==> src/rtl/acr_pkg.sv <==
package acr_pkg;

  // Register offsets on the control port.
  localparam logic [6:0] ACR_ADDR_PLL_CTRL1 = 7'h74;
  localparam logic [6:0] ACR_ADDR_CONV = 7'h76;
  localparam logic [6:0] ACR_ADDR_TAP = 7'h77;
  localparam logic [6:0] ACR_ADDR_REF = 7'h78;
  localparam logic [6:0] ACR_ADDR_GATE = 7'h7A;

  // Bits that hold state; all others read as zero and ignore writes.
  localparam logic [7:0] ACR_MASK_PLL_CTRL1 = 8'hC1;
  localparam logic [7:0] ACR_MASK_CONV = 8'hFF;
  localparam logic [7:0] ACR_MASK_TAP = 8'h1F;
  localparam logic [7:0] ACR_MASK_REF = 8'hC0;
  localparam logic [7:0] ACR_MASK_GATE = 8'h37;

  // Reset values of the registers.
  localparam logic [7:0] ACR_RST_REG = 8'h00;

  // Field widths.
  localparam int ACR_W1 = 1;
  localparam int ACR_W2 = 2;
  localparam int ACR_W3 = 3;

  // Field positions.
  localparam int ACR_DAC_LSB = 5;
  localparam int ACR_ADC_LSB = 2;
  localparam int ACR_IC2_LSB = 0;
  localparam int ACR_IC1_LSB = 3;
  localparam int ACR_P2TAP_LSB = 1;
  localparam int ACR_P1TAP_BIT = 0;
  localparam int ACR_P2REF_BIT = 7;
  localparam int ACR_P1REF_BIT = 6;
  localparam int ACR_RXPD_BIT = 5;
  localparam int ACR_SYS1_BIT = 2;
  localparam int ACR_SYS2_BIT = 1;
  localparam int ACR_SYS3_BIT = 0;
  localparam int ACR_ROUTE_LSB = 6;
  localparam int ACR_RX3_RATE_BIT = 0;

  // Converter clock select codes.
  localparam logic [2:0] ACR_CK3_XTAL = 3'h0;
  localparam logic [2:0] ACR_CK3_MCLK = 3'h1;
  localparam logic [2:0] ACR_CK3_PLL1 = 3'h2;
  localparam logic [2:0] ACR_CK3_PLL2 = 3'h3;
  localparam logic [2:0] ACR_CK3_RX512 = 3'h4;
  localparam logic [2:0] ACR_CK3_RX256 = 3'h5;
  localparam logic [2:0] ACR_CK3_ALT6 = 3'h6;
  localparam logic [2:0] ACR_CK3_ALT7 = 3'h7;

  // Internal clock select codes.
  localparam logic [1:0] ACR_CK2_XTAL = 2'h0;
  localparam logic [1:0] ACR_CK2_MCLK = 2'h1;
  localparam logic [1:0] ACR_CK2_PLL1 = 2'h2;
  localparam logic [1:0] ACR_CK2_PLL2 = 2'h3;

  // PLL tap, reference and routing codes.
  localparam logic [1:0] ACR_TAP_B_HALF = 2'h3;
  localparam logic ACR_REF_XTAL = 1'b0;
  localparam logic ACR_REF_MCLK = 1'b1;
  localparam logic [1:0] ACR_ROUTE_RSV1 = 2'h1;

  // Positions of the candidate clocks in the synchroniser vector.
  localparam int ACR_SRC_XTAL = 0;
  localparam int ACR_SRC_MCLK = 1;
  localparam int ACR_SRC_P1 = 2;
  localparam int ACR_SRC_P2A = 3;
  localparam int ACR_SRC_P2B = 4;
  localparam int ACR_SRC_RX512 = 5;
  localparam int ACR_SRC_RX256 = 6;
  localparam int ACR_SRC_SYS1 = 7;
  localparam int ACR_SRC_SYS2 = 8;
  localparam int ACR_SRC_SYS3 = 9;
  localparam int ACR_NSRC = 10;

  // Positions of the halved taps.
  localparam int ACR_HALF_P1 = 0;
  localparam int ACR_HALF_P2A = 1;
  localparam int ACR_HALF_P2B = 2;

  // States of the runt-free switch.
  typedef enum logic [1:0] {
    ACR_FOLLOW,
    ACR_DRAIN,
    ACR_ARM
  } acr_mux_state_t;

endpackage

==> src/rtl/acr_mux_if.sv <==
`timescale 1ns/1ns
// Carries the candidates, the select and the switched clock of one switch.
interface acr_mux_if #(parameter int SW = 1);
  logic [(1 << SW)-1:0] src;
  logic [SW-1:0] sel;
  logic clk_out;
  logic locked;
  modport mux (input src, input sel, output clk_out, output locked);
  modport user (output src, output sel, input clk_out, input locked);
endinterface

==> src/rtl/acr_top.sv <==
`timescale 1ns/1ns
// Functional notes
// DAC clock from three-bit source select.
// ADC clock, same encoding, own select.
// Second internal clock from two-bit select.
// First internal clock, identical two-bit encoding.
// PLL taps: full or halved rates.
// Second PLL reference: crystal or master.
// First PLL reference: crystal or master.
// Receiver power-down bit high powers down.
// System clock one driven while bit low.
// System clock two driven while bit low.
// System clock three driven while bit low.
// System clock three: PLL or recovered clock.
// Reserved bits zero; switching without runts.
module acr_top
  import acr_pkg::*;
(
  // Clock and reset.
  input wire logic i_clk,
  input wire logic i_rst,
  // Register port.
  input wire logic [6:0] i_reg_addr,
  input wire logic i_reg_wr,
  input wire logic i_reg_rd,
  input wire logic [7:0] i_reg_wdata,
  output logic [7:0] o_reg_rdata,
  output logic o_reg_rvalid,
  // Candidate clocks from pins and PLLs.
  input wire logic i_crystal_input,
  input wire logic i_master_clock_input,
  input wire logic i_pll_one_rate,
  input wire logic i_pll_two_rate_a,
  input wire logic i_pll_two_rate_b,
  input wire logic i_rx_pll_512fs,
  input wire logic i_rx_pll_256fs,
  input wire logic i_sys_one_src,
  input wire logic i_sys_two_src,
  input wire logic i_sys_three_pll_src,
  // Routed core and internal clocks.
  output logic o_dac_core_clk,
  output logic o_adc_core_clk,
  output logic o_first_internal_clock,
  output logic o_second_internal_clock,
  output logic o_internal_pll_clock_one,
  output logic o_internal_pll_clock_two,
  output logic o_pll_one_ref_clk,
  output logic o_pll_two_ref_clk,
  // System clock pins.
  output logic o_system_clock_out_one,
  output logic o_system_clock_out_one_oe,
  output logic o_system_clock_out_two,
  output logic o_system_clock_out_two_oe,
  output logic o_system_clock_out_three,
  output logic o_system_clock_out_three_oe,
  // Receiver power.
  output logic o_receiver_power_down
);

  // Address decode of a write, used for every register.
  function automatic logic wr_hit(input logic wr, input logic [6:0] addr, input logic [6:0] reg_addr);
    wr_hit = wr && (addr == reg_addr);
  endfunction

  // Control registers; only the defined bits hold state.
  logic [7:0] ctrl1_q;
  logic [7:0] conv_q;
  logic [7:0] tap_q;
  logic [7:0] ref_q;
  logic [7:0] gate_q;
  logic [7:0] ctrl1_d;
  logic [7:0] conv_d;
  logic [7:0] tap_d;
  logic [7:0] ref_d;
  logic [7:0] gate_d;

  // Read port registers.
  logic [7:0] rdata_q;
  logic rvalid_q;
  logic [7:0] rd_word;

  // Two-stage synchroniser of the candidate clocks and an edge delay.
  logic [ACR_NSRC-1:0] meta_q;
  logic [ACR_NSRC-1:0] sync_q;

  // Halved PLL taps: rates, their delayed copies and the toggles.
  logic [2:0] rate_s;
  logic [2:0] rate_dly_q;
  logic [2:0] half_q;

  // Output enables of the system clock pins.
  logic oe_one_q;
  logic oe_two_q;
  logic oe_three_q;

  // masked writes: reserved bits never take a value.
  assign ctrl1_d = wr_hit(i_reg_wr, i_reg_addr, ACR_ADDR_PLL_CTRL1) ? (i_reg_wdata & ACR_MASK_PLL_CTRL1) : ctrl1_q;
  assign conv_d = wr_hit(i_reg_wr, i_reg_addr, ACR_ADDR_CONV) ? (i_reg_wdata & ACR_MASK_CONV) : conv_q;
  assign tap_d = wr_hit(i_reg_wr, i_reg_addr, ACR_ADDR_TAP) ? (i_reg_wdata & ACR_MASK_TAP) : tap_q;
  assign ref_d = wr_hit(i_reg_wr, i_reg_addr, ACR_ADDR_REF) ? (i_reg_wdata & ACR_MASK_REF) : ref_q;
  assign gate_d = wr_hit(i_reg_wr, i_reg_addr, ACR_ADDR_GATE) ? (i_reg_wdata & ACR_MASK_GATE) : gate_q;

  // Register writes.
  always_ff @(posedge i_clk) begin
    if (i_rst) begin
      ctrl1_q <= ACR_RST_REG;
      conv_q <= ACR_RST_REG;
      tap_q <= ACR_RST_REG;
      ref_q <= ACR_RST_REG;
      gate_q <= ACR_RST_REG;
    end else begin
      ctrl1_q <= ctrl1_d;
      conv_q <= conv_d;
      tap_q <= tap_d;
      ref_q <= ref_d;
      gate_q <= gate_d;
    end
  end

  // Read selection; an unmapped offset reads as zero.
  assign rd_word = (i_reg_addr == ACR_ADDR_PLL_CTRL1) ? ctrl1_q :
                   (i_reg_addr == ACR_ADDR_CONV) ? conv_q :
                   (i_reg_addr == ACR_ADDR_TAP) ? tap_q :
                   (i_reg_addr == ACR_ADDR_REF) ? ref_q :
                   (i_reg_addr == ACR_ADDR_GATE) ? gate_q : ACR_RST_REG;

  // Read data is captured and held until the next read.
  always_ff @(posedge i_clk) begin
    if (i_rst) begin
      rdata_q <= ACR_RST_REG;
      rvalid_q <= 1'b0;
    end else begin
      rdata_q <= i_reg_rd ? rd_word : rdata_q;
      rvalid_q <= i_reg_rd;
    end
  end

  assign o_reg_rdata = rdata_q;
  assign o_reg_rvalid = rvalid_q;

  // Every candidate clock is sampled here, so each must stay well below half
  // the system clock rate; faster sources alias and cannot be routed.
  always_ff @(posedge i_clk) begin
    if (i_rst) begin
      meta_q <= '0;
      sync_q <= '0;
    end else begin
      meta_q <= {i_sys_three_pll_src, i_sys_two_src, i_sys_one_src, i_rx_pll_256fs, i_rx_pll_512fs,
                 i_pll_two_rate_b, i_pll_two_rate_a, i_pll_one_rate, i_master_clock_input, i_crystal_input};
      sync_q <= meta_q;
    end
  end

  // halved taps toggle on each rising edge of their rate.
  assign rate_s = {sync_q[ACR_SRC_P2B], sync_q[ACR_SRC_P2A], sync_q[ACR_SRC_P1]};

  // Edge delay and divide-by-two toggles.
  always_ff @(posedge i_clk) begin
    if (i_rst) begin
      rate_dly_q <= '0;
      half_q <= '0;
    end else begin
      rate_dly_q <= rate_s;
      half_q <= half_q ^ (rate_s & ~rate_dly_q);
    end
  end

  // One runt-free switch per selected clock; candidate positions equal codes.
  acr_mux_if #(.SW(ACR_W1)) p1tap_if();
  acr_mux_if #(.SW(ACR_W2)) p2tap_if();
  acr_mux_if #(.SW(ACR_W3)) dac_if();
  acr_mux_if #(.SW(ACR_W3)) adc_if();
  acr_mux_if #(.SW(ACR_W2)) ic1_if();
  acr_mux_if #(.SW(ACR_W2)) ic2_if();
  acr_mux_if #(.SW(ACR_W1)) ref1_if();
  acr_mux_if #(.SW(ACR_W1)) ref2_if();
  acr_mux_if #(.SW(ACR_W1)) rx3_if();
  acr_mux_if #(.SW(ACR_W2)) route_if();
  acr_mux_if #(.SW(ACR_W1)) sys1_if();
  acr_mux_if #(.SW(ACR_W1)) sys2_if();
  acr_mux_if #(.SW(ACR_W1)) sys3_if();

  // Named candidates shared by several switches.
  wire logic xtal_s = sync_q[ACR_SRC_XTAL];
  wire logic mclk_s = sync_q[ACR_SRC_MCLK];
  wire logic ip1 = p1tap_if.clk_out;
  wire logic ip2 = p2tap_if.clk_out;

  // PLL taps: full rate or the halved copy.
  assign p1tap_if.sel = tap_q[ACR_P1TAP_BIT];
  assign p1tap_if.src = {half_q[ACR_HALF_P1], rate_s[ACR_HALF_P1]};
  assign p2tap_if.sel = tap_q[ACR_P2TAP_LSB +: ACR_W2];
  assign p2tap_if.src = {half_q[ACR_HALF_P2B], rate_s[ACR_HALF_P2B], half_q[ACR_HALF_P2A], rate_s[ACR_HALF_P2A]};

  // DAC source; codes six and seven fall back to the crystal.
  assign dac_if.sel = conv_q[ACR_DAC_LSB +: ACR_W3];
  assign dac_if.src = {xtal_s, xtal_s, sync_q[ACR_SRC_RX256], sync_q[ACR_SRC_RX512], ip2, ip1, mclk_s, xtal_s};
  // ADC source with the same encoding.
  assign adc_if.sel = conv_q[ACR_ADC_LSB +: ACR_W3];
  assign adc_if.src = dac_if.src;

  // first internal clock.
  assign ic1_if.sel = tap_q[ACR_IC1_LSB +: ACR_W2];
  assign ic1_if.src = {ip2, ip1, mclk_s, xtal_s};
  // second internal clock.
  assign ic2_if.sel = conv_q[ACR_IC2_LSB +: ACR_W2];
  assign ic2_if.src = {ip2, ip1, mclk_s, xtal_s};

  // first PLL reference.
  assign ref1_if.sel = ref_q[ACR_P1REF_BIT];
  assign ref1_if.src = {mclk_s, xtal_s};
  // second PLL reference.
  assign ref2_if.sel = ref_q[ACR_P2REF_BIT];
  assign ref2_if.src = {mclk_s, xtal_s};

  // recovered clock rate, then PLL or recovered; reserved codes give low.
  assign rx3_if.sel = ctrl1_q[ACR_RX3_RATE_BIT];
  assign rx3_if.src = {sync_q[ACR_SRC_RX256], sync_q[ACR_SRC_RX512]};
  assign route_if.sel = ctrl1_q[ACR_ROUTE_LSB +: ACR_W2];
  assign route_if.src = {rx3_if.clk_out, 1'b0, 1'b0, sync_q[ACR_SRC_SYS3]};

  // gate one: code one parks the pin low, no earlier than its enable drops.
  assign sys1_if.sel = gate_q[ACR_SYS1_BIT];
  assign sys1_if.src = {1'b0, sync_q[ACR_SRC_SYS1]};
  // gate two.
  assign sys2_if.sel = gate_q[ACR_SYS2_BIT];
  assign sys2_if.src = {1'b0, sync_q[ACR_SRC_SYS2]};
  // gate three.
  assign sys3_if.sel = gate_q[ACR_SYS3_BIT];
  assign sys3_if.src = {1'b0, route_if.clk_out};

  acr_glitch_mux #(.SW(ACR_W1)) u_p1tap (.i_clk(i_clk), .i_rst(i_rst), .m(p1tap_if.mux));
  acr_glitch_mux #(.SW(ACR_W2)) u_p2tap (.i_clk(i_clk), .i_rst(i_rst), .m(p2tap_if.mux));
  acr_glitch_mux #(.SW(ACR_W3)) u_dac (.i_clk(i_clk), .i_rst(i_rst), .m(dac_if.mux));
  acr_glitch_mux #(.SW(ACR_W3)) u_adc (.i_clk(i_clk), .i_rst(i_rst), .m(adc_if.mux));
  acr_glitch_mux #(.SW(ACR_W2)) u_ic1 (.i_clk(i_clk), .i_rst(i_rst), .m(ic1_if.mux));
  acr_glitch_mux #(.SW(ACR_W2)) u_ic2 (.i_clk(i_clk), .i_rst(i_rst), .m(ic2_if.mux));
  acr_glitch_mux #(.SW(ACR_W1)) u_ref1 (.i_clk(i_clk), .i_rst(i_rst), .m(ref1_if.mux));
  acr_glitch_mux #(.SW(ACR_W1)) u_ref2 (.i_clk(i_clk), .i_rst(i_rst), .m(ref2_if.mux));
  acr_glitch_mux #(.SW(ACR_W1)) u_rx3 (.i_clk(i_clk), .i_rst(i_rst), .m(rx3_if.mux));
  acr_glitch_mux #(.SW(ACR_W2)) u_route (.i_clk(i_clk), .i_rst(i_rst), .m(route_if.mux));
  acr_glitch_mux #(.SW(ACR_W1)) u_sys1 (.i_clk(i_clk), .i_rst(i_rst), .m(sys1_if.mux));
  acr_glitch_mux #(.SW(ACR_W1)) u_sys2 (.i_clk(i_clk), .i_rst(i_rst), .m(sys2_if.mux));
  acr_glitch_mux #(.SW(ACR_W1)) u_sys3 (.i_clk(i_clk), .i_rst(i_rst), .m(sys3_if.mux));

  // The enables drop one cycle after the gate register changes, whatever the clock level,
  // so a pin can be released while its switch is still draining a high phase.
  always_ff @(posedge i_clk) begin
    if (i_rst) begin
      oe_one_q <= 1'b0;
      oe_two_q <= 1'b0;
      oe_three_q <= 1'b0;
    end else begin
      oe_one_q <= ~gate_q[ACR_SYS1_BIT];
      oe_two_q <= ~gate_q[ACR_SYS2_BIT];
      oe_three_q <= ~gate_q[ACR_SYS3_BIT];
    end
  end

  // Routed clocks come straight from the switch flip-flops.
  assign o_dac_core_clk = dac_if.clk_out;
  assign o_adc_core_clk = adc_if.clk_out;
  assign o_first_internal_clock = ic1_if.clk_out;
  assign o_second_internal_clock = ic2_if.clk_out;
  assign o_internal_pll_clock_one = ip1;
  assign o_internal_pll_clock_two = ip2;
  assign o_pll_one_ref_clk = ref1_if.clk_out;
  assign o_pll_two_ref_clk = ref2_if.clk_out;
  assign o_system_clock_out_one = sys1_if.clk_out;
  assign o_system_clock_out_two = sys2_if.clk_out;
  assign o_system_clock_out_three = sys3_if.clk_out;
  assign o_system_clock_out_one_oe = oe_one_q;
  assign o_system_clock_out_two_oe = oe_two_q;
  assign o_system_clock_out_three_oe = oe_three_q;
  // receiver power-down straight from its register bit.
  assign o_receiver_power_down = gate_q[ACR_RXPD_BIT];
endmodule

==> src/rtl/acr_glitch_mux.sv <==
`timescale 1ns/1ns
module acr_glitch_mux
  import acr_pkg::*;
#(
  parameter int SW = 1
) (
  // Clock and reset.
  input wire logic i_clk,
  input wire logic i_rst,
  // Candidates, select and switched clock.
  acr_mux_if.mux m
);

  // Select in use, switch state and the switched level.
  logic [SW-1:0] cur_q;
  logic [SW-1:0] cur_d;
  acr_mux_state_t state_q;
  acr_mux_state_t state_d;
  logic out_q;
  logic out_d;

  // Level of the source in use and whether software asked for another.
  wire logic cur_src = m.src[cur_q];
  wire logic changed = (m.sel != cur_q);

  assign m.clk_out = out_q;
  assign m.locked = (state_q == ACR_FOLLOW) && !changed;

  // Switching never cuts a high phase short nor starts one mid-way: the old
  // source is followed down to low, then the output parks low until the new
  // source is low too, so the first high phase seen is a whole one.
  always_comb begin
    state_d = state_q;
    cur_d = cur_q;
    out_d = out_q;
    unique case (state_q)
      // Follow the selected source.
      ACR_FOLLOW: begin
        out_d = cur_src;
        if (changed) begin
          state_d = ACR_DRAIN;
        end
      end
      // runt-free switch: the output may fall but never rise here.
      ACR_DRAIN: begin
        out_d = out_q & cur_src;
        if (!out_d) begin
          cur_d = m.sel;
          state_d = ACR_ARM;
        end
      end
      // Hold low until the new source is low.
      ACR_ARM: begin
        out_d = 1'b0;
        if (!cur_src) begin
          state_d = ACR_FOLLOW;
        end
      end
      // The unused state code recovers to following.
      default: begin
        state_d = ACR_FOLLOW;
      end
    endcase
  end

  // State registers.
  always_ff @(posedge i_clk) begin
    if (i_rst) begin
      state_q <= ACR_FOLLOW;
      cur_q <= '0;
      out_q <= 1'b0;
    end else begin
      state_q <= state_d;
      cur_q <= cur_d;
      out_q <= out_d;
    end
  end
endmodule

==> config.mk <==
export PLATFORM = sky130hd
export DESIGN_NAME = acr_top
export DESIGN_NICKNAME = d
export VERILOG_FILES = /design/src/rtl/acr_pkg.sv /design/src/rtl/acr_mux_if.sv /design/src/rtl/acr_top.sv /design/src/rtl/acr_glitch_mux.sv
export SDC_FILE = /design/constraint.sdc
export NUM_CORES = 1
export LEC_CHECK = 0
export ABC_AREA = 1
export BUFFER_PORTS_ARGS = -buffer_cell sky130_fd_sc_hd__buf_2
export CORE_AREA = 2 2 101 103
export DETAILED_ROUTE_END_ITERATION = 12
export DIE_AREA = 0 0 103 105
export GPL_TIMING_DRIVEN = 0
export HOLD_SLACK_MARGIN = 0.12
export MAX_ROUTING_LAYER = met4
export PLACE_DENSITY_LB_ADDON = 0.05
export SYNTH_ARGS = -nofsm -noshare
export SYNTH_HDL_FRONTEND = slang
export SYNTH_SLANG_ARGS = --single-unit
==> constraint.sdc <==
create_clock -name i_clk -period 3.8 [get_ports i_clk]
set_clock_uncertainty 0.1 [all_clocks]
set_input_delay 0.19 -clock i_clk [delete_from_list [all_inputs] [get_ports i_clk]]
set_output_delay 0.19 -clock i_clk [all_outputs]
set_load 0.05 [all_outputs]
After elaboration in Yosys (flattened, before gate mapping)
Index checks and enable logic that the tools add are counted.
W data, S select, Z words.
- $lt $le $gt $ge: 13
- equal/unequal tests: 83
- muxes and demuxes: 96
- bitwise gates (word level): 32
- reduce and logical (&&, ||, !) cells: 57
- operators by type and width (operator ; number):
    $mux W2 ; 39
    $pmux W2 S3 ; 13
    $ne A2 B2 Y1 const B ; 26
    $pmux W1 S3 ; 13
    $reduce_and A3 Y1 ; 13
    $reduce_bool A3 Y1 ; 13
    $eq A7 B7 Y1 const B ; 5
    $mux W8 ; 4
    $eq A2 B1 Y1 const B ; 13
    $eq A2 B2 Y1 const B ; 13
    $logic_not A2 Y1 ; 13
    $ne A2 B1 Y1 const B ; 13
    $reduce_and A2 Y1 ; 13
    $mux W1 ; 20
    $not A1 Y1 ; 16
    $lt A1 B2 Y1 const B ; 7
    $and A1 B1 Y1 ; 13
    $lt A2 B3 Y1 const B ; 4
    $bmux W1 S2 ; 4
    $lt A3 B4 Y1 const B ; 2
    $ne A2 B2 Y1 ; 4
    $ne A1 B1 Y1 ; 7
    $bmux W1 S3 ; 2
    $mux W6 ; 1
    5 further kinds ; 10
- register bits after elaboration: 121
- input port bits: 29
- output and inout port bits: 24
- logic and storage cells: 334

Longest topological paths before layout
Gate-level depths: netlist of run 1.
- word-level depth: 6
- mapped depth: 11
- depth with buffers taken out: 11

Hierarchy
A second synthesis of run 1 with hierarchy kept.
- cells, all modules: 952
- area total of the unflattened synthesis: 7068.0 um2
- modules (own cells, without submodules) (module ; instances ; cells an instance ; area each (um2) ; seq. area each (um2)):
    acr_top ; 1 ; 307 ; 2359.8 ; 1221.2
    acr_glitch_mux (u_p1tap ...) ; 7 ; 39 ; 304.0 ; 80.1
    acr_glitch_mux (u_ic1 ...) ; 4 ; 55 ; 389.1 ; 100.1
    acr_glitch_mux (u_adc ...) ; 2 ; 76 ; 511.7 ; 120.1

Least setup slack after synthesis of run 1
OpenSTA, ideal clock, no wires.
- path kind: reg2reg
- start: register u_p2tap.out_q (netlist: u_p2tap.m.clk_out)
- end: register u_dac.state_q[0]
- setup time: 115 ps
- arrival time: 1460 ps
- data required time: 3585 ps
- setup slack: 2125 ps
- cell stages (with the launch flop): 10
- buffers on the path: 0
- clock period less this slack: 1675 ps
- cells stage by stage: dfxtp_1 > inv_1 > nand2_1 > nand3_1 > nand2_1 > nand2_2 > nand2_4 > nand3_2 > a21oi_1 > nor2_1
- word-level cells in the longest chain between the ends: 5
- elaborated cells on any way between the ends: 6
- those cells by class: 2 x eq/ne; 2 x mux; 1 x bitwise; 1 x reduce/logical
- RTL lines (what ; line ; source):
    start, declared ; acr_glitch_mux.sv:19 ; logic out_q;
    start signal, assigned ; acr_glitch_mux.sv:75 ; out_q <= out_d;
    $bmux W1 S3 * ; acr_glitch_mux.sv:23 ; wire logic cur_src = m.src[cur_q];
    $mux W1 (not written as such) * ; acr_glitch_mux.sv:23 ;
    $and A1 B1 Y1 ; acr_glitch_mux.sv:46 ; out_d = out_q & cur_src;
    $ne A2 B2 Y1 (no source line) ; - ;
    $reduce_and A3 Y1 (no source line) * ; - ;
    end signal, assigned ; acr_glitch_mux.sv:73 ; state_q <= state_d;
    end, declared ; acr_glitch_mux.sv:17 ; acr_mux_state_t state_q;
Mark *: on every way between the ends. The rest lies on a longest branch, timed or not. The select of a mux whose other input is x is not followed.
A chain may end at the register's enable or synchronous reset.

Final worst setup path of run 1
- start: input port i_reg_addr[4]
- end: register rdata_q[7] (netlist: o_reg_rdata[7])
- word-level cells in the longest chain between the ends: 5
- elaborated cells on any way between the ends: 8
- those cells by class: 4 x eq/ne; 4 x mux
- RTL lines (what ; line ; source):
    start, declared ; acr_top.sv:23 ; input wire logic [6:0] i_reg_addr,
    $eq A7 B7 Y1 ; acr_top.sv:124 ; (i_reg_addr == ACR_ADDR_REF) ? ref_q :
    $mux W8 ; acr_top.sv:124 ;
    $mux W8 ; acr_top.sv:123 ; (i_reg_addr == ACR_ADDR_TAP) ? tap_q :
    $mux W8 ; acr_top.sv:122 ; (i_reg_addr == ACR_ADDR_CONV) ? conv_q :
    $mux W8 * ; acr_top.sv:121 ; assign rd_word = (i_reg_addr == ACR_ADDR_PLL_CTRL1) ? ctrl1_q :
    end signal, assigned ; acr_top.sv:133 ; rdata_q <= i_reg_rd ? rd_word : rdata_q;
    end, declared ; acr_top.sv:78 ; logic [7:0] rdata_q;
Mark *: on every way between the ends. The rest lies on a longest branch, timed or not.

==> results of run 1 <==
## registers in the layout, summed over array words and instances, names as in the netlist, 3 cells and up
name / cells
conv_q: 8
tap_q: 5
sync_q: 10
ctrl1_q: 3
half_q: 3
u_dac.cur_q: 3
rate_dly_q: 3
gate_q: 5
u_adc.cur_q: 3
meta_q: 10
o_reg_rdata: 8
## power breakdown
| part | internal (mW) | switching (mW) | total [mW] |
|---|---|---|---|
| Sequential | 1.51 | 0.225 | 1.73 |
| Clock | 1.03 | 0.571 | 1.60 |
| Combinational | 0.617 | 1.04 | 1.66 |
| Total | 3.15 | 1.84 | 4.99 |
## logic make-up after synthesis
| family | count (synthesis) |
|---|---|
| xor+xnor | 5 |
| flops | 121 |
| mux | 3 |
| simple gates | 264 |
| buf+inv | 163 |
| fa+ha+maj | 52 |
| compound gates | 206 |
## layout make-up
class	count	area, um^2	area share, %
Inverter	148	556	7.45
Multi-Input combinational cell	530	3070	41.1
Sequential cell	121	2420	32.5
Buffer	15	72.6	0.973
Tap cell	133	166	2.23
Timing Repair Buffer	83	581	7.79
Clock buffer	20	445	5.97
Clock inverter	12	149	2.00
## tightest hold or removal path, cell delays in order
cell	delay, ns
buf_2	0.12
nand2_2	0.11
nor3_4	0.08
nand2_4	0.08
o21ai_0	0.07
a21oi_1	0.10
## layer usage
layer	up-vias	part of all wire [%]
li1	2821	-
met1	2593	42
met2	179	49
met3	35	6.0
met4	0	2.7
met5	-	0
## through the flow
stage          total power [mW]  instance area (um^2)
2_1_floorplan              2.99                  6120
3_3_place_gp               3.26                  6530
3_5_place_dp               3.36                  6530
4_1_cts                    5.00                  7460
5_1_grt                    5.34                  7460
6_report                   4.99                  7460
## worst max-delay path by stage
stage	start	to	slack [ns]	depth (start not counted)
2_1_floorplan	u_p2tap.m.clk_out	u_dac.state_q[0]	2.13	9
3_3_place_gp	i_rst	u_route.state_q[1]	2.21	5
3_5_place_dp	i_rst	u_sys1.m.clk_out	2.14	4
4_1_cts	i_reg_addr[4]	o_reg_rdata[7]	0.96	9
5_1_grt	i_reg_addr[4]	o_reg_rdata[7]	0.71	9
6_report	i_reg_addr[4]	o_reg_rdata[7]	0.83	9
## layout by cell type, fill, tap and decap left out, types with 4 or more instances in the layout
master,count
inv_2,12
buf_2,50
nand2_2,12
nand3_2,5
clkinv_2,5
clkbuf_1,11
dlygate4sd3_1,33
nor3_1,9
nand2_1,109
nor2_1,87
o21ai_0,71
a21oi_2,8
inv_1,134
clkbuf_16,16
o21ai_2,5
o22ai_1,4
xor2_1,4
o21ai_1,17
nand3_1,21
a211oi_1,6
dfxtp_1,121
ha_1,52
a21oi_1,81
## repair_timing
action | 4_1_cts | 5_1_grt
endpoints found under the hold margin | 48 | 0
buffers inserted | 0 | 0
hold buffers | 33 | 0
gates resized for setup | 0 | 0
==> qor.csv, run 1 <==
metric,value,unit
hp-class,in2reg,
reg2reg_slack,2.14,ns
cp-end-kind,flop,
vdd_drop_max,0.387,mV
dpl_worst_slack,2.14,ns
routed_via_density,5.30,
fillCellCount,716,
crit_path_max_incr_delay,0.63,ns
hold_depth,6,
wire_per_inst,14.1,um
period_needed,2.97,ns
utilization,77.4,%
cp_top_family,buffers and inverters,
synthCells,814,
timing.fmax,336,MHz
fp-row-count,36,
yosysSeqAreaShare,39.6,%
worstPathCellList,dlygate4sd3_1 -> buf_2 -> nand3_2 -> dlygate4sd3_1 -> nor3_4 -> dlygate4sd3_1 -> nand2_1 -> a41oi_1 -> dlygate4sd3_1,
cp.arrival,3.33,ns
overflow,0,
synth_compound_area_share,18.9,%
ys_ff_latch,121,
setup_viol,0,
r2r_start,u_p1tap.state_q[0],
yosys.area_share.simple,19.4,%
fin_crit_sh,78.2,%
critPathKind,in2reg,
dieArea,0.0108,mm^2
yosys_warnings,0,
fp.dieH,105,um
grt_use_total,30.6,%
synth_common_cells,"inv_1 (134), dfxtp_1 (121), nand2_1 (109), nor2_1 (87), a21oi_1 (81)",
grt_max_degree,17,
synthMuxAreaShare,0.491,%
cp_max_fo,6,
nNetsFinal,997,
cp_slowest_cell,dlygate4sd3_1,
fp.coreArea,0.00964,mm^2
synth_xor_area_share,0.716,%
critical_path_buf_inv_count,5,
via_count,5628,
slew_headroom,50.2,%
h-tree-depth,4,
gr-usage-met3,8.16,%
grt_pass1_wl,25300,um
p_leak,3.26,nW
synth_edf_count,0,
worstHoldEndpoint,conv_q[0],
cts_tree,done,
synth_fp_nets,895,
cts_sinks,121,
clock_latency,0.52,ns
synth.avg_cell_area,7.51,um^2
antenna_found_initial,0,
synth_top_family_by_area,simple AND/OR/NAND/NOR gates,
numCtsBuffers,17,
start_util,63.4,%
die_w,103,um
ys_types,45,
placed_cells,997,
place_congestion,0.892,
status,completed,
synth_top_area_share,39.6,%
yosys.area.top_type,dfxtp_1,
grt_util_met2,50.2,%
r2r_end,u_p1tap.state_q[0],
clockBufferDepth,2,
synthToLayoutAreaGrowth,21.9,%
syn_area,0.00612,mm^2
synthAdderAreaFrac,10.6,%
hold_viol_final,0,
rsz0062_at_grt,no,
synth_most_common_cell,inv_1,
grt_use_met1,35.1,%
drv_slew,0,
drive_gt1_share,15.3,%
clk_pin_slew,0.06,ns
stdcell_count,1062,
drc,0,
timing_worst_slew_pin_value,0.748,ns
io_pins,53,
diodes,0,
path_common_cell,dlygate4sd3_1,
antenna_left,0,
synth-main-ff-cell,dfxtp_1,
root_buffer,clkbuf_8,
min_from,i_reg_addr[2],
cap_violations,0,
hold_slack,0.185,ns
drt_iter0_markers,362,
wl,15000,um
first_global_vias,5657,
port_buffers,50,
dp_hpwl,10500,um
tns,0,ns
cellPowerDensity,669,mW/mm^2
worstSetupStartpointType,primary input,
dr.pass1.iters,5,
required,4.16,ns
synth.area.top_cells,"dfxtp_1 (40%), ha_1 (11%), inv_1 (8.2%)",
synthArstFlopShare,0,%
busiest_layer,met2,
fin_ws,0.828,ns
reg2reg_depth,7,
(Power assumes the default switching activity.)
==> run 2: changes to the inputs <==
--- a/config.mk
+++ b/config.mk
@@ -7,9 +7,9 @@
 export LEC_CHECK = 0
 export ABC_AREA = 1
 export BUFFER_PORTS_ARGS = -buffer_cell sky130_fd_sc_hd__buf_2
-export CORE_AREA = 2 2 101 103
+export CORE_AREA = 2 2 110 112
 export DETAILED_ROUTE_END_ITERATION = 12
-export DIE_AREA = 0 0 103 105
+export DIE_AREA = 0 0 112 114
 export GPL_TIMING_DRIVEN = 0
 export HOLD_SLACK_MARGIN = 0.12
 export MAX_ROUTING_LAYER = met4
==> constraint.sdc (replaced) <==
create_clock -name i_clk -period 2.5 [get_ports i_clk]
set_clock_uncertainty 0.1 [all_clocks]
set_input_delay 0.125 -clock i_clk [delete_from_list [all_inputs] [get_ports i_clk]]
set_output_delay 0.125 -clock i_clk [all_outputs]
set_load 0.05 [all_outputs]
==> run 2 against run 1 <==
Compared with the run above:
- hold slack got worse by 0.059 ns
- clock-buffer cell count increased by 3
- clock power increased by 69%
- largest cell class unchanged
- largest power group is now the clock network
==> qor.csv, run 2 (synthesized netlist as in run 1, its figures left out) <==
metric,value,unit
cp_max_fo,6,
cp_slowest_cell,dlygate4sd3_1,
overflow,0,
diodes,0,
synthToLayoutAreaGrowth,21.5,%
timing_worst_slew_pin_value,0.714,ns
clock_latency,0.41,ns
drc,0,
post-cts-setup-buffers,0,
fp.coreArea,0.0117,mm^2
final_common_cell,inv_1,
dr.pass1.iters,5,
cp.arrival,2.08,ns
fp.dieH,114,um
cts_sinks,121,
routed_via_density,5.08,
drt_iter0_markers,340,
die_w,112,um
start_util,52.2,%
placed_cells,1011,
hold_viol_final,0,
min_from,i_reg_wr,
post_cts_resized,0,
timing.fmax,542,MHz
path_common_cell,dlygate4sd3_1,
place_congestion,0.921,
first_global_vias,5337,
r2r_start,sync_q[1],
reg2reg_slack,0.90,ns
cellPowerDensity,1050,mW/mm^2
top_regs,"meta_q x10, sync_q x10",
reg2reg_depth,9,
vdd_drop_max,0.611,mV
stdcell_count,1065,
drive_gt1_share,15.3,%
power,7.80,mW
dieArea,0.0128,mm^2
antenna_found_initial,0,
cts_tree,done,
port_buffers,50,
r2r_end,u_ic1.state_q[0],
setup_viol,0,
root_buffer,clkbuf_16,
critPathKind,in2reg,
drv_slew,0,
required,2.73,ns
crit_path_max_incr_delay,0.62,ns
hp-class,in2reg,
hold_depth,3,
p_leak,3.24,nW
cap_violations,0,
period_needed,1.85,ns
clk_pin_slew,0.05,ns
numCtsBuffers,17,
critical_path_buf_inv_count,3,
cp_top_family,buffers and inverters,
grt_pass1_wl,24900,um
dp_hpwl,10900,um
worstHoldEndpoint,ctrl1_q[7],
wire_per_inst,13.9,um
worstSetupStartpointType,primary input,
wl,14800,um
mostFrequentLayoutCells,"inv_1 (134), dfxtp_1 (121), nand2_1 (109)",
h-tree-depth,4,
fp-row-count,40,
status,completed,
fillCellCount,1046,
cts_hold_buf,23,
cp-end-kind,flop,
rsz0062_at_grt,no,
slew_headroom,52.4,%
tns,0,ns
io_pins,53,
grt_use_total,25.3,%
antenna_left,0,
fin_crit_sh,73.8,%
clockBufferDepth,2,
utilization,63.5,%
nNetsFinal,987,
via_count,5410,
worstPathCellList,dlygate4sd3_1 -> buf_2 -> nand2_2 -> nor3_4 -> dlygate4sd3_1 -> nand2_1 -> a41oi_1,
grt_max_degree,17,
[run 2: cell types whose count changed in the layout (fill, tap and decap cells not counted), sizes merged]
cell / change
bufinv: +2
clkbuf: +3
clkinv: -5
clkinvlp: -1
dlygate4sd3: -10
[run 2: layer usage]
| metal | share of wire [%] | track usage (%) |
|---|---|---|
| met5 | 0 | - |
| met4 | 1.1 | 7.72 |
| met3 | 4.1 | 5.69 |
| met2 | 49 | 42.5 |
| met1 | 46 | 30.6 |
[run 2: worst reg2reg max path, cell delays in order (launching register included)]
cell,delay (ns)
dfxtp_1,0.50
nand2_1,0.09
nand2_1,0.07
nand2_1,0.05
o21ai_1,0.14
nand2_1,0.12
nor2_2,0.17
nor2_1,0.09
o21ai_1,0.12
nor2_1,0.05
[run 2: per-stage QoR]
step	hold WS (ns)	cell area, um^2	worst slack (ns)
floorplan	0.132	6120	0.825
global placement	0.227	6550	0.903
detailed placement	0.232	6550	0.872
CTS	0.125	7430	0.664
global route	0.158	7430	0.568
finish	0.126	7430	0.654
[run 2: final cells by class]
type | instances | area (um^2) | share of cell area, %
Multi-Input combinational cell | 530 | 3070 | 41.2
Clock buffer | 23 | 488 | 6.56
Sequential cell | 121 | 2420 | 32.6
Clock inverter | 8 | 165 | 2.22
Inverter | 148 | 556 | 7.47
Tap cell | 147 | 184 | 2.47
Timing Repair Buffer | 73 | 480 | 6.46
Buffer | 15 | 72.6 | 0.976
[run 2: worst max-delay path by stage]
stage,cells after the start,slack (ns),start,endpoint
2_1_floorplan,9,0.83,u_p2tap.m.clk_out,u_dac.state_q[0]
3_3_place_gp,4,0.90,i_rst,sync_q[7]
3_5_place_dp,4,0.87,i_rst,meta_q[4]
4_1_cts,7,0.66,i_reg_addr[1],o_reg_rdata[6]
5_1_grt,7,0.57,i_reg_addr[1],conv_q[6]
6_report,7,0.65,i_reg_addr[1],o_reg_rdata[6]
[run 2: power breakdown]
| part | total (mW) | switching (mW) | leakage, nW | internal [mW] |
|---|---|---|---|---|
| clock | 2.71 | 0.848 | 0.323 | 1.86 |
| combinational | 2.46 | 1.54 | 1.93 | 0.920 |
| sequential | 2.63 | 0.336 | 0.992 | 2.29 |
==> run 3: changes to the inputs <==
--- a/config.mk
+++ b/config.mk
@@ -5,11 +5,11 @@
 export SDC_FILE = /design/constraint.sdc
 export NUM_CORES = 1
 export LEC_CHECK = 0
-export ABC_AREA = 1
+export ABC_AREA = 0
 export BUFFER_PORTS_ARGS = -buffer_cell sky130_fd_sc_hd__buf_2
-export CORE_AREA = 2 2 110 112
+export CORE_AREA = 2 2 103 105
 export DETAILED_ROUTE_END_ITERATION = 12
-export DIE_AREA = 0 0 112 114
+export DIE_AREA = 0 0 105 107
 export GPL_TIMING_DRIVEN = 0
 export HOLD_SLACK_MARGIN = 0.12
 export MAX_ROUTING_LAYER = met4
==> constraint.sdc (replaced) <==
create_clock -name i_clk -period 1.9 [get_ports i_clk]
set_clock_uncertainty 0.1 [all_clocks]
set_input_delay 0.095 -clock i_clk [delete_from_list [all_inputs] [get_ports i_clk]]
set_output_delay 0.095 -clock i_clk [all_outputs]
set_load 0.05 [all_outputs]
==> run 3 against run 2 <==
Compared with the run above:
- clock power grew 3%
- cell area shrank 1.3%
- register-to-register slack lost 0.80 ns
- setup slack lost 0.56 ns
- wire length shrank 2.4%
- hold slack gained 0.033 ns
- first-iteration DRC count shrank 25%
- sequential cell count is the same
- sequential power grew 13%
- sequential share of layout area grew 0.47 points
- clock-buffer cell count shrank 2
- highest routed layer unchanged
==> qor.csv, run 3 <==
metric,value,unit
clock_latency,0.53,ns
io_pins,53,
synth_common_cells,"dfxtp_1 (121), nor2_1 (61), nand2_1 (60), a21oi_1 (57), ha_1 (52)",
overflow,0,
nNetsFinal,834,
yosys.area.top_type,dfxtp_1,
synth.area.top_cells,"dfxtp_1 (40%), ha_1 (11%), mux2i_1 (7.0%)",
numCtsBuffers,17,
seqCellArea,0.00243,mm^2
vdd_drop_max,0.823,mV
drt_iter0_markers,255,
drc,0,
clk_pin_slew,0.06,ns
worstSetupStartpointType,flop,
tns,0,ns
synthToLayoutAreaGrowth,22.6,%
dr.pass1.iters,4,
place_congestion,0.838,
via_count,4994,
timing.fmax,554,MHz
cp.arrival,2.15,ns
fillCellCount,812,
h-tree-depth,4,
mostFrequentLayoutCells,"dfxtp_1 (118), nand2_1 (59), nor2_1 (59)",
cellPowerDensity,1040,mW/mm^2
ys_ff_latch,121,
cts_tree,done,
yosys_warnings,0,
antenna_found_initial,0,
grt_use_total,28.0,%
critPathKind,reg2reg,
synthArstFlopShare,0,%
synthCells,647,
antenna_left,0,
diodes,0,
wl,14500,um
yosysSeqAreaShare,40.5,%
cp-end-kind,flop,
synth_edf_count,0,
cap_violations,0,
dieArea,0.0112,mm^2
setup_viol,0,
period_needed,1.80,ns
die_w,105,um
first_global_vias,4962,
clockBufferDepth,2,
dp_hpwl,10200,um
root_buffer,clkbuf_8,
synth-main-ff-cell,dfxtp_1,
routed_via_density,5.54,
synth_fp_nets,728,
top_regs,"meta_q x10, sync_q x10",
synth_top_area_share,40.5,%
final_common_cell,dfxtp_1,
ys_types,45,
wire_per_inst,16.1,um
syn_area,0.00599,mm^2
p_leak,3.07,nW
fp.dieH,107,um
multi_input_area,0.00338,mm^2
grt_max_degree,17,
synth.avg_cell_area,9.26,um^2
utilization,72.7,%
fp.coreArea,0.0101,mm^2
slew_headroom,54.1,%
drv_slew,0,
port_buffers,50,
drive_gt1_share,15.5,%
fp-row-count,37,
grt_pass1_wl,23700,um
cts_sinks,121,
start_util,59.3,%
timing_worst_slew_pin_value,0.688,ns
cp_max_fo,10,
hp-class,in2reg,
fin_crit_sh,95.0,%
post-cts-setup-buffers,0,
required,2.25,ns
synth_most_common_cell,dfxtp_1,
status,completed,
hold_viol_final,0,
[run 3: cell count changes after synthesis, sizes merged, moves of 7 or more]
| cell | change |
|---|---|
| a21o | +11 |
| mux2 | +7 |
| a21oi | -33 |
| nor2b | +33 |
| nand2 | -64 |
| nor3 | -7 |
| inv | -113 |
| clkbuf | +7 |
| nor2 | -30 |
| nand2b | +14 |
| mux2i | +39 |
| o21ai | -60 |
| xnor2 | +21 |
| nand3 | -17 |
[run 3: kinds of logic (layout without fill, tap and decap cells)]
| logic type | Yosys count | count (layout) | share of synthesized area [%] |
|---|---|---|---|
| buf+inv | 55 | 174 | 3.59 |
| compound gates | 139 | 139 | 14.9 |
| fa+ha+maj | 52 | 52 | 10.9 |
| mux | 54 | 54 | 10.3 |
| simple gates | 204 | 204 | 16.6 |
| xor+xnor | 22 | 22 | 3.22 |
| flops | 121 | 121 | 40.5 |
[run 3: final timing paths]
path                 start        endpoint  slack [ns]  cells past startpoint
min reg2reg      meta_q[7]       sync_q[7]        0.33                      1
max              sync_q[0]  u_dac.cur_q[0]         0.1                      6
max reg2reg      sync_q[0]  u_dac.cur_q[0]         0.1                      6
min          i_reg_addr[3]       conv_q[4]        0.16                      6
[run 3: what timing repair did]
action                     CTS  global route
resized for setup            2            12
setup endpoints to repair    2            17
hold buffers                37             0
pin swaps                    0             1
hold endpoints to repair    42             0
[run 3: metrics by stage]
step                      area [um^2]  setup slack [ns]  instances  power (mW)  hold slack [ns]
after floorplan                  5990            0.0467        647        4.33            0.123
after CTS                        7310            0.0167        902        7.61            0.138
after global placement           6410            0.0910        833        4.64            0.204
after global routing             7340          -0.00177        902        8.01            0.186
final                            7340            0.0954        902        7.60            0.160
after detailed placement         6410           -0.0521        833        4.75            0.211
[run 3: layer usage]
metal  global-route usage, %  vias up  part of all wire [%]
met3                    6.87       23                   5.2
met1                    31.3     2385                    42
met4                    10.5        0                   1.8
met5                       -        -                     0
met2                    48.5      143                    51
li1                        -     2443                     -
[run 3: cell type report]
type,instances,area share [%]
multi-input combinational,471,46.1
sequential,121,33.1
timing repair buffer,87,8.46
clock buffer,21,6.12
tap,136,2.32
inverter,33,1.69
buffer,22,1.26
clock inverter,11,1.02
[run 3: power breakdown]
| part | internal (mW) | switching [mW] |
|---|---|---|
| clock | 1.66 | 1.14 |
| sequential | 2.76 | 0.220 |
| combinational | 0.817 | 1.01 |
| total | 5.24 | 2.37 |
[run 3: critical path, stage by stage (launching register included)]
cell and delay (ns):
dfxtp_1 0.30, buf_6 0.14, mux4_2 0.48, inv_1 0.09, o21ai_2 0.09, a21boi_2 0.27
mux2i_1 0.24
